--- src/verilog/hsc_pkg.sv ---
package hsc_pkg;

   // ---------------------------------------------------------------
   // Register bus geometry
   // ---------------------------------------------------------------
   localparam int ADDR_W = 4;
   localparam int DATA_W = 16;

   localparam logic [3:0] REG_CLKCTL = 4'h0;
   localparam logic [3:0] REG_MACCFG = 4'h1;
   localparam logic [3:0] REG_LINKCFG = 4'h2;
   localparam logic [3:0] REG_POWER = 4'h3;
   localparam logic [3:0] REG_STATUS = 4'h4;

   // ---------------------------------------------------------------
   // Field positions
   // ---------------------------------------------------------------
   localparam int CLK_EN_BIT = 15;
   localparam int CLK_FREQ_LSB = 13;
   localparam int RXDLY_LSB = 0;
   localparam int TXDLY_LSB = 4;
   localparam int RMII_BIT = 8;
   localparam int ANEG_BIT = 0;
   localparam int ADV1000_BIT = 1;
   localparam int ADV100_BIT = 2;
   localparam int ADV10_BIT = 3;
   localparam int FDX_BIT = 4;
   localparam int FORCE100_BIT = 5;
   localparam int DSHIFT_BIT = 4;
   localparam int SLEEP_BIT = 6;
   localparam int ST_ADDR_LSB = 0;
   localparam int ST_MANAGED_BIT = 5;
   localparam int ST_DONE_BIT = 6;
   localparam int ST_STRAP_LSB = 7;

   // ---------------------------------------------------------------
   // Values after reset and codes
   // ---------------------------------------------------------------
   localparam logic [1:0] FREQ_25 = 2'h0;
   localparam logic [1:0] FREQ_50 = 2'h1;
   localparam logic [1:0] FREQ_125 = 2'h2;
   localparam logic [1:0] FREQ_RST = 2'h0;
   localparam logic [2:0] DLY_RST = 3'h2;
   localparam logic [4:0] ADDR_UNMANAGED = 5'h00;

   // Half periods of the clock output in system clock cycles.
   localparam logic [2:0] HALF_25 = 3'h4;
   localparam logic [2:0] HALF_50 = 3'h2;
   localparam logic [2:0] HALF_125 = 3'h1;

   // Strap field of the status register is 7 bits wide.
   localparam int STRAP_W = 7;

   typedef struct packed {
      logic auxiliary_clock_output;
      logic rxclk;
      logic e;
      logic d;
      logic c;
      logic b;
      logic a;
   } hsc_strap_t;

   typedef struct packed {
      logic [2:0] rx_delay;
      logic [2:0] tx_delay;
      logic rmii;
      logic aneg_en;
      logic adv_1000;
      logic adv_100;
      logic adv_10;
      logic full_duplex;
      logic force_100;
      logic downshift_en;
      logic sleep_en;
   } hsc_cfg_t;

   typedef struct packed {
      logic [ADDR_W-1:0] addr;
      logic [DATA_W-1:0] wdata;
      logic wr;
      logic rd;
   } hsc_bus_req_t;

   typedef enum logic [0:0] {
      ST_HOLD = 1'b0,
      ST_RUN = 1'b1
   } hsc_state_t;

endpackage : hsc_pkg

--- src/verilog/hsc_strap_cfg.sv ---
// Decided for this implementation: the placing of the registers and the address-and-strobe port.
module hsc_strap_cfg (
   input wire logic clk_i,
   input wire logic sys_rst_i,
   input wire logic active_low_reset_pin_n_i,
   input wire hsc_pkg::hsc_strap_t strap_i,
   input wire logic [4:0] mac_rx_i,
   input wire hsc_pkg::hsc_bus_req_t bus_i,
   output hsc_pkg::hsc_strap_t strap_o,
   output hsc_pkg::hsc_strap_t strap_oe_n_o,
   output logic [hsc_pkg::DATA_W-1:0] rdata_o,
   output logic [4:0] phy_addr_o,
   output logic managed_o,
   output logic cfg_valid_o,
   output hsc_pkg::hsc_cfg_t cfg_o
);
   import hsc_pkg::*;

   // ---------------------------------------------------------------
   // State
   // ---------------------------------------------------------------
   hsc_state_t state_q;
   hsc_state_t state_d;
   hsc_strap_t sample_q;
   hsc_strap_t sample_d;
   hsc_strap_t cap_q;
   hsc_strap_t cap_d;
   logic managed_q;
   logic managed_d;
   logic [4:0] addr_q;
   logic [4:0] addr_d;
   hsc_cfg_t cfg_q;
   hsc_cfg_t cfg_d;
   logic clk_en_q;
   logic clk_en_d;
   logic [1:0] freq_q;
   logic [1:0] freq_d;
   logic [DATA_W-1:0] rdata_q;
   logic [DATA_W-1:0] rdata_d;
   hsc_strap_t pin_q;
   hsc_strap_t pin_d;
   hsc_strap_t oe_n_q;
   hsc_strap_t oe_n_d;
   logic div_clk;
   logic release_ev;
   logic valid_q;
   logic valid_d;
   logic div_run;

   // Release is the first clock at which the strap reset reads high while still holding.
   assign release_ev = (state_q == ST_HOLD) && active_low_reset_pin_n_i;

   // ---------------------------------------------------------------
   // Strap sampling and capture
   // ---------------------------------------------------------------
   // The pins are sampled on every clock while the strap reset is low, so the capture on release
   // takes the level of the last low cycle, after the pins have settled to their resistors.
   always_comb begin
      state_d = state_q;
      sample_d = sample_q;
      cap_d = cap_q;
      case (state_q)
         ST_HOLD: begin
            if (!active_low_reset_pin_n_i) begin
               sample_d = strap_i;
            end else begin
               cap_d = sample_q;
               state_d = ST_RUN;
            end
         end
         ST_RUN: begin
            if (!active_low_reset_pin_n_i) begin
               // Sampling reopens, but the captured values stand until the next release.
               state_d = ST_HOLD;
               sample_d = strap_i;
            end
         end
         default: state_d = ST_HOLD;
      endcase
      valid_d = (state_d == ST_RUN);
   end

   always_ff @(posedge clk_i) begin
      if (sys_rst_i) begin
         state_q <= ST_HOLD;
         sample_q <= '0;
         cap_q <= '0;
         valid_q <= 1'b0;
      end else begin
         state_q <= state_d;
         sample_q <= sample_d;
         cap_q <= cap_d;
         valid_q <= valid_d;
      end
   end

   // ---------------------------------------------------------------
   // Configuration registers and their defaults from the straps
   // ---------------------------------------------------------------
   // Software reaches every field in both modes; only the address and the mode are fixed.
   always_comb begin
      managed_d = managed_q;
      addr_d = addr_q;
      cfg_d = cfg_q;
      clk_en_d = clk_en_q;
      freq_d = freq_q;
      if (release_ev) begin
         clk_en_d = sample_q.auxiliary_clock_output;
         managed_d = ~sample_q.rxclk;
         // Defaults that hold in managed mode, where only software configures.
         cfg_d.rx_delay = DLY_RST;
         cfg_d.tx_delay = DLY_RST;
         cfg_d.rmii = 1'b0;
         cfg_d.aneg_en = 1'b1;
         cfg_d.adv_1000 = 1'b1;
         cfg_d.adv_100 = 1'b1;
         cfg_d.adv_10 = 1'b1;
         cfg_d.full_duplex = 1'b1;
         cfg_d.force_100 = 1'b0;
         cfg_d.downshift_en = 1'b0;
         cfg_d.sleep_en = 1'b0;
         if (!sample_q.rxclk) begin
            addr_d = {sample_q.e, sample_q.d, sample_q.c, sample_q.b, sample_q.a};
         end else begin
            addr_d = ADDR_UNMANAGED;
            cfg_d.rx_delay = {sample_q.a, sample_q.b, 1'b0};
            cfg_d.tx_delay = {sample_q.a, sample_q.b, 1'b0};
            // Inconsistent choices such as RMII with gigabit advertised are applied as strapped.
            cfg_d.rmii = sample_q.e;
            cfg_d.aneg_en = ~sample_q.c;
            cfg_d.adv_1000 = ~sample_q.c & ~sample_q.d;
            cfg_d.adv_100 = ~(sample_q.c & sample_q.d);
            cfg_d.adv_10 = ~sample_q.c | sample_q.d;
            cfg_d.full_duplex = ~sample_q.c;
            cfg_d.force_100 = sample_q.c & ~sample_q.d;
            cfg_d.downshift_en = 1'b1;
            cfg_d.sleep_en = 1'b1;
         end
      end else if (bus_i.wr && state_q == ST_RUN) begin
         // Writes before capture or in the release cycle are dropped, so the strap defaults
         // never silently replace a value that software has just written.
         case (bus_i.addr)
            REG_CLKCTL: begin
               clk_en_d = bus_i.wdata[CLK_EN_BIT];
               freq_d = bus_i.wdata[CLK_FREQ_LSB +: 2];
            end
            REG_MACCFG: begin
               cfg_d.rx_delay = bus_i.wdata[RXDLY_LSB +: 3];
               cfg_d.tx_delay = bus_i.wdata[TXDLY_LSB +: 3];
               cfg_d.rmii = bus_i.wdata[RMII_BIT];
            end
            REG_LINKCFG: begin
               cfg_d.aneg_en = bus_i.wdata[ANEG_BIT];
               cfg_d.adv_1000 = bus_i.wdata[ADV1000_BIT];
               cfg_d.adv_100 = bus_i.wdata[ADV100_BIT];
               cfg_d.adv_10 = bus_i.wdata[ADV10_BIT];
               cfg_d.full_duplex = bus_i.wdata[FDX_BIT];
               cfg_d.force_100 = bus_i.wdata[FORCE100_BIT];
            end
            REG_POWER: begin
               cfg_d.downshift_en = bus_i.wdata[DSHIFT_BIT];
               cfg_d.sleep_en = bus_i.wdata[SLEEP_BIT];
            end
            default: begin
               cfg_d = cfg_q;
            end
         endcase
      end
   end

   always_ff @(posedge clk_i) begin
      if (sys_rst_i) begin
         managed_q <= 1'b0;
         addr_q <= ADDR_UNMANAGED;
         cfg_q <= '0;
         clk_en_q <= 1'b0;
         freq_q <= FREQ_RST;
      end else begin
         managed_q <= managed_d;
         addr_q <= addr_d;
         cfg_q <= cfg_d;
         clk_en_q <= clk_en_d;
         freq_q <= freq_d;
      end
   end

   // ---------------------------------------------------------------
   // Register read port
   // ---------------------------------------------------------------
   // Read data stand for one cycle after the read strobe and are zero otherwise.
   always_comb begin
      rdata_d = '0;
      if (bus_i.rd) begin
         case (bus_i.addr)
            REG_CLKCTL: begin
               rdata_d[CLK_EN_BIT] = clk_en_q;
               rdata_d[CLK_FREQ_LSB +: 2] = freq_q;
            end
            REG_MACCFG: begin
               rdata_d[RXDLY_LSB +: 3] = cfg_q.rx_delay;
               rdata_d[TXDLY_LSB +: 3] = cfg_q.tx_delay;
               rdata_d[RMII_BIT] = cfg_q.rmii;
            end
            REG_LINKCFG: begin
               rdata_d[ANEG_BIT] = cfg_q.aneg_en;
               rdata_d[ADV1000_BIT] = cfg_q.adv_1000;
               rdata_d[ADV100_BIT] = cfg_q.adv_100;
               rdata_d[ADV10_BIT] = cfg_q.adv_10;
               rdata_d[FDX_BIT] = cfg_q.full_duplex;
               rdata_d[FORCE100_BIT] = cfg_q.force_100;
            end
            REG_POWER: begin
               rdata_d[DSHIFT_BIT] = cfg_q.downshift_en;
               rdata_d[SLEEP_BIT] = cfg_q.sleep_en;
            end
            REG_STATUS: begin
               rdata_d[ST_ADDR_LSB +: 5] = addr_q;
               rdata_d[ST_MANAGED_BIT] = managed_q;
               rdata_d[ST_DONE_BIT] = (state_q == ST_RUN);
               rdata_d[ST_STRAP_LSB +: STRAP_W] = cap_q;
            end
            default: rdata_d = '0;
         endcase
      end
   end

   always_ff @(posedge clk_i) begin
      if (sys_rst_i) begin
         rdata_q <= '0;
      end else begin
         rdata_q <= rdata_d;
      end
   end

   // ---------------------------------------------------------------
   // Clock output
   // ---------------------------------------------------------------
   // The system clock is faster than the nominal output rates, so each frequency code maps to a
   // half period counted in system clocks, which keeps the output locked to the reference.
   assign div_run = clk_en_q && (state_q == ST_RUN);

   hsc_clk_div u_clk_div (
      .clk_i(clk_i),
      .sys_rst_i(sys_rst_i),
      .run_i(div_run),
      .freq_i(freq_q),
      .clk_o(div_clk)
   );

   // ---------------------------------------------------------------
   // Shared pins: released in reset, driven once running
   // ---------------------------------------------------------------
   // Each pin is released from the clock that sees the strap reset low and driven again from
   // the release edge on, so the pull resistors alone set the levels sampled after the first low clock.
   always_comb begin
      pin_d = '0;
      oe_n_d = '1;
      if (state_d == ST_RUN) begin
         oe_n_d = '0;
         // A disabled clock output drives a steady low instead of being released.
         pin_d.auxiliary_clock_output = clk_en_q ? div_clk : 1'b0;
         pin_d.rxclk = mac_rx_i[4];
         {pin_d.e, pin_d.d, pin_d.c, pin_d.b, pin_d.a} = {1'b0, mac_rx_i[3:0]};
      end
   end

   always_ff @(posedge clk_i) begin
      if (sys_rst_i) begin
         pin_q <= '0;
         oe_n_q <= '1;
      end else begin
         pin_q <= pin_d;
         oe_n_q <= oe_n_d;
      end
   end

   assign strap_o = pin_q;
   assign strap_oe_n_o = oe_n_q;
   assign rdata_o = rdata_q;
   assign phy_addr_o = addr_q;
   assign managed_o = managed_q;
   assign cfg_valid_o = valid_q;
   assign cfg_o = cfg_q;

endmodule : hsc_strap_cfg

--- src/verilog/hsc_clk_div.sv ---
module hsc_clk_div (
   input wire logic clk_i,
   input wire logic sys_rst_i,
   input wire logic run_i,
   input wire logic [1:0] freq_i,
   output logic clk_o
);
   import hsc_pkg::*;

   logic [2:0] cnt_q;
   logic [2:0] cnt_d;
   logic clk_q;
   logic clk_d;
   logic [2:0] half;

   // ---------------------------------------------------------------
   // Divider locked to the system clock
   // ---------------------------------------------------------------
   always_comb begin
      case (freq_i)
         FREQ_50: half = HALF_50;
         FREQ_125: half = HALF_125;
         default: half = HALF_25;
      endcase
      cnt_d = cnt_q;
      clk_d = clk_q;
      if (!run_i) begin
         cnt_d = 3'h0;
         clk_d = 1'b0;
      end else if (cnt_q + 3'h1 >= half) begin
         cnt_d = 3'h0;
         clk_d = ~clk_q;
      end else begin
         cnt_d = cnt_q + 3'h1;
      end
   end

   always_ff @(posedge clk_i) begin
      if (sys_rst_i) begin
         cnt_q <= 3'h0;
         clk_q <= 1'b0;
      end else begin
         cnt_q <= cnt_d;
         clk_q <= clk_d;
      end
   end

   assign clk_o = clk_q;

endmodule : hsc_clk_div

--- config.mk ---
export PLATFORM = sky130hd
export DESIGN_NAME = hsc_strap_cfg
export DESIGN_NICKNAME = d
export VERILOG_FILES = /design/src/verilog/hsc_pkg.sv /design/src/verilog/hsc_strap_cfg.sv /design/src/verilog/hsc_clk_div.sv
export SDC_FILE = /design/constraint.sdc
export NUM_CORES = 1
export LEC_CHECK = 0
export BUFFER_PORTS_ARGS = -buffer_cell sky130_fd_sc_hd__buf_2
export CAP_MARGIN = 30
export CORE_MARGIN = 5
export CORE_UTILIZATION = 40
export DETAILED_ROUTE_END_ITERATION = 10
export GPL_TIMING_DRIVEN = 0
export PLACE_DENSITY_LB_ADDON = 0.08
export SYNTH_ARGS = -nofsm -noshare
export SYNTH_HDL_FRONTEND = slang
export SYNTH_SLANG_ARGS = --single-unit
export TNS_END_PERCENT = 20
--- constraint.sdc ---
create_clock -name clk_i -period 2.1 [get_ports clk_i]
set_input_delay 0.525 -clock clk_i [delete_from_list [all_inputs] [get_ports clk_i]]
set_output_delay 0.525 -clock clk_i [all_outputs]
set_load 0.05 [all_outputs]
# Word level (Yosys, flattened, before mapping)
# Cells that the tools add are included.
totals:
  register_bits: 73
  inputBits: 37
  output_inout_bits: 52
  word_cells: 117
op_classes:
  n_addsub: 1
  n_lt_le_gt_ge: 1
  n_eq_ne: 6
  n_mux: 21
  bitwise_logic: 17
  n_reduce_logical: 22
ops:
  columns: ["operator", "count"]
  rows:
  - ["$mux 15", 3]
  - ["$mux 7", 3]
  - ["$not 1->1", 13]
  - ["$reduce_or 3->1", 4]
  - ["$reduce_and 2->1", 5]
  - ["$reduce_bool 2->1", 5]
  - ["$pmux 3 s3", 1]
  - ["$eq 4x2->1 const B", 2]
  - ["$mux 6", 1]
  - ["$pmux 1 s2", 3]
  - ["$pmux 1 s3", 2]
  - ["$pmux 3 s2", 1]
  - ["$reduce_or 2->1", 3]
  - ["$mux 5", 1]
  - ["$eq 4x1->1 const B", 1]
  - ["$eq 4x3->1 const B", 1]
  - ["$logic_not 4->1", 1]
  - ["$mux 1", 4]
  - ["$pmux 1 s4", 1]
  - ["$add 3x1->3 const B", 1]
  - ["$and 1x1->1", 3]
  - ["$ge 3x3->1", 1]
  - ["$logic_and 1x1->1", 3]
  - ["$reduce_and 3->1", 1]
  - ["other kinds (4)", 4]

# Longest topological paths before layout
depth:
  ltp_word: 4
  mapped_depth: 8
  depth_no_buf: 8

# Cells and area by module
# A second synthesis with hierarchy kept.
unflattened:
  hier_cells: 311
  area_unflattened_um2: 2812.7
modules_own_cells:
  columns: ["mod", "instances", "cells_each", "area_each_um2"]
  rows:
  - ["hsc_strap_cfg", 1, 284, 2555.0]
  - ["hsc_clk_div", 1, 27, 257.7]

# Worst setup path before layout
# Ideal clock, no wire load.
synth_timing:
  path_type: "reg2reg"
  from: "register cfg_valid_o (netlist name)"
  to: "register cfg_q, in the netlist cfg_o[8]"
  t_arrival_ps: 1692
  required_ps: 2014
  path_slack_ps: 323
  path_stages_with_launch: 5
  path_buffers: 0
  synth_period_minus_slack_ps: 1777
  path_cell_list: "dfxtp_1 > nor2b_1 > nand2_1 > mux2i_1 > a211oi_1"
synth_rtl:
  columns: ["item", "line", "text"]
  rows:
  - ["to (signal assigned)", "hsc_strap_cfg.sv:181", "cfg_q <= cfg_d;"]
  - ["to (decl)", "hsc_strap_cfg.sv:32", "hsc_cfg_t cfg_q;"]

# Final worst setup path
layout_timing:
  from: "register u_clk_div.cnt_q[0]"
  to: "register u_clk_div.cnt_q[2]"
layout_between:
  elab_chain_cells: 3
layout_lines:
  columns: ["item", "line", "text"]
  rows:
  - ["from (decl)", "hsc_clk_div.sv:10", "logic [2:0] cnt_q;"]
  - ["from (signal assigned)", "hsc_clk_div.sv:43", "cnt_q <= cnt_d;"]
  - ["$add 3x1->3 (*)", "hsc_clk_div.sv:30, hsc_clk_div.sv:34", null]
  - ["$ge 3x3->1", "hsc_clk_div.sv:30", "end else if (cnt_q + 3'h1 >= half) begin"]
  - ["$reduce_or 3->1 (no line)", null, null]
# Every way passes the cells marked *; elsewhere a longest branch is shown, timed or not.
# A chain may end at the register's enable or synchronous reset.

==> impl_metrics.ini <==
[critical_path]
reg2reg_depth = 7
slowest_stage = or3_1
start_kind = register
cp_max_fo = 3
criticalPathCategory = reg2reg
worst_setup_path_end_kind = register
required_ns = 2.38
reg2reg_to = u_clk_div.cnt_q[2]
cp_cell_sequence = ha_1 > xor2_1 > ha_1 > a21oi_1 > o21ai_0 > or3_1 > nor2b_1
crit_path_max_incr_delay_ns = 0.40
path_common_cell = ha_1
rrSetupSlack_ns = 0.21
r2r_start = u_clk_div.cnt_q[0]
arrival_ns = 2.17

[power]
leakage_nw = 1.54
ir_drop_mv = 0.366
pwr_density_cell_mw_per_mm2 = 834

[hold_path]
holdPathStages = 2
worstHoldStart = mac_rx_i[0]
min_to = strap_o[0]
hold_path_class = in2reg

[drt]
vias = 2290
drt_iter0_markers = 110
drc = 0
antenna_left = 0
routed_via_density = 4.99
wl_per_cell_um = 15.5
routed_wl_mm = 7.10
dr.pass1.iters = 5

[timing]
hold_viol = 0
fin_skew_ns = 0.00334
setup_viol = 0
slew-limit-headroom = 0.396
fin_crit_sh = 0.900
tightest_slew_ns = 0.895
rsz0062_at_grt = false
post-route-worst-setup-slack_ns = 0.210
period_minus_slack_ns = 1.89
slew_violations = 0
fmax_ghz = 0.529
tns_ns = 0

[job]
drv_cap = 0

[clock_tree]
hold_buffers = 0
cts-resized-gates = 0
cts_buffers = 9
post_cts.repair.setup_buffers = 0
numClockSinks = 66
clkTransAtPathRegs_ns = 0.07
cts_tree = built
clock_path_buffers = 2
clk_latency_ns = 0.34
h-tree-depth = 3
clockRootBuffer = clkbuf_8

[status]
status = complete, no violations

[placed_design]
port-buffer-count = 80
place_congestion = 0.836
pre_cts_slack_ns = 0.0594
dp_hpwl_mm = 5.33

[floorplanning]
core-area_sq_mm = 0.00642
fp.dieArea_sq_mm = 0.00840
die_h_um = 91.6
initial_core_util = 0.415
chipWidth_um = 91.6
io_pins = 89
row_count = 29

[layout]
syn_to_final_growth_pct = 26.3
nets = 421
drive_gt1_frac = 0.285
final_util = 0.524
antennaDiodeCount = 0

[synth]
avgSynthCellArea_sq_um = 9.29
synth_top_family_by_area = simple AND/OR/NAND/NOR gates
synth_nets = 330
post_synth_num_cell_types = 43
ys_ff_latch = 66
synthSimpleGateAreaFrac = 0.207
syn_inst = 287
synthAdderAreaFrac = 0.0282
synth_area_sq_mm = 0.00267
yosysWarnings = 0
synthXorXnorAreaFrac = 0.00657
synthMuxAreaShare = 0.0601
synth_compound_area_frac = 0.141
synth_seq_area_share = 0.496

[grt]
grt_pass1_vias = 2261
grt_max_degree = 11
overflow = 0
grt_pass1_wl_mm = 11.7
antenna_found_initial = 0
grt_usage = 0.177
## worst max-delay path: cells and delay by family (launching register included)
family                     cells  cell delay [ns]
AOI/OAI and AO/OA              2             0.29
xor gates and xnor gates       1             0.18
adders and majority gates      2             0.52
DFF                            1             0.33
and+or+nand+nor                2             0.52
## placed cells by master, fill, tap and decap left out, types with 5 or more instances in the layout
| master | netlist | final |
|---|---|---|
| nor3_1 | 6 | 6 |
| a21oi_1 | 21 | 21 |
| mux2i_1 | 16 | 16 |
| nand3_1 | 9 | 9 |
| nor2b_1 | 10 | 10 |
| nor2_1 | 25 | 25 |
| a221oi_1 | 5 | 5 |
| nand2_1 | 34 | 34 |
| buf_2 | 2 | 82 |
| inv_1 | 8 | 8 |
| clkbuf_8 | 0 | 12 |
| dfxtp_1 | 66 | 66 |
| clkbuf_1 | 10 | 11 |
| buf_4 | 7 | 7 |
| o21ai_0 | 5 | 5 |
| a22oi_1 | 6 | 6 |
| ha_1 | 6 | 6 |
| and2_1 | 10 | 10 |
## where the power goes
| part | internal [mW] | switching (mW) |
|---|---|---|
| registers | 1.30 | 0.0361 |
| logic | 0.114 | 0.261 |
| clock network | 0.638 | 0.462 |
## synth_stat cells
cell type	number	area, sq um
buf_2	2	10.0
nand2_1	34	128
and2b_1	1	7.51
buf_4	7	52.6
o32ai_1	2	17.5
nand2b_1	4	25.0
or3_1	1	6.26
dfxtp_1	66	1320
o221a_2	1	11.3
a32o_1	1	10.0
a311oi_1	1	8.76
a31o_2	1	8.76
a22o_1	4	35.0
xor2_1	1	8.76
and2_1	10	62.6
a22oi_1	6	45.0
conb_1	1	3.75
buf_1	2	7.51
o311a_1	2	20.0
buf_6	2	22.5
nor3b_1	2	15.0
nand3_1	9	45.0
o21a_1	1	7.51
o21ai_0	5	25.0
nor4bb_1	1	10.0
or2b_1	1	7.51
nor2b_1	10	62.6
o22a_1	1	8.76
inv_1	8	30.0
clkbuf_1	10	37.5
mux2i_1	16	160
a221oi_1	5	43.8
a31oi_1	1	6.26
o311ai_0	1	8.76
nor3_2	1	10.0
a211oi_1	2	15.0
xnor2_1	1	8.76
nor2_1	25	93.8
ha_1	6	75.1
a21oi_1	21	105
nor3_1	6	30.0
and3_1	4	25.0
nor4b_4	1	23.8
## cells by family after synthesis
family / after synthesis
flip-flops: 66
AO/OA/AOI/OAI: 55
multiplexers: 16
AND/OR/NAND/NOR: 110
buffers and inverters: 31
adder cells (fa/ha/maj): 6
XOR/XNOR: 2
other: 1
## cell type report
type	count	area [sq um]
clock buffer	13	169
buffer	23	130
clock inverter	2	35.0
sequential	66	1320
fill	635	3060
inverter	8	30.0
timing repair buffer	80	400
multi-input combinational	190	1180
tap	77	96.3
## worst max-delay path by stage
stage | cells after the start | slack (ns) | end | from
4_1_cts | 7 | 0.20 | u_clk_div.cnt_q[2] | u_clk_div.cnt_q[0]
2_1_floorplan | 4 | 0.32 | cfg_o[8] | cfg_valid_o
5_1_grt | 4 | 0.03 | cfg_o[11] | cfg_valid_o
6_report | 7 | 0.21 | u_clk_div.cnt_q[2] | u_clk_div.cnt_q[0]
3_5_place_dp | 5 | 0.06 | cfg_o[8] | bus_i[21]
3_3_place_gp | 5 | 0.04 | cfg_o[14] | bus_i[21]
## layer usage
metal,GRT usage,share of wire
met4,0.0716,0.018
met1,0.238,0.47
met2,0.270,0.44
met5,0,0
met3,0.0475,0.074
## sequential cells by signal (all words and copies together), names as in the netlist, 2 cells and up
signal / count
cap_q: 7
cfg_o: 15
phy_addr_o: 5
u_clk_div.cnt_q: 3
strap_o: 6
sample_q: 7
rdata_o: 16
freq_q: 2
## metrics by stage
stage / cells / hold WS (ns) / instance area [sq um] / power, mW
6_report: 459 / 0.382 / 3370 / 2.81
3_5_place_dp: 444 / 0.444 / 3160 / 1.74
2_1_floorplan: 287 / 0.421 / 2670 / 1.62
5_1_grt: 459 / 0.363 / 3370 / 2.93
3_3_place_gp: 444 / 0.440 / 3160 / 1.73
4_1_cts: 459 / 0.369 / 3370 / 2.84
Note: power is estimated with default switching activity, not from simulation.
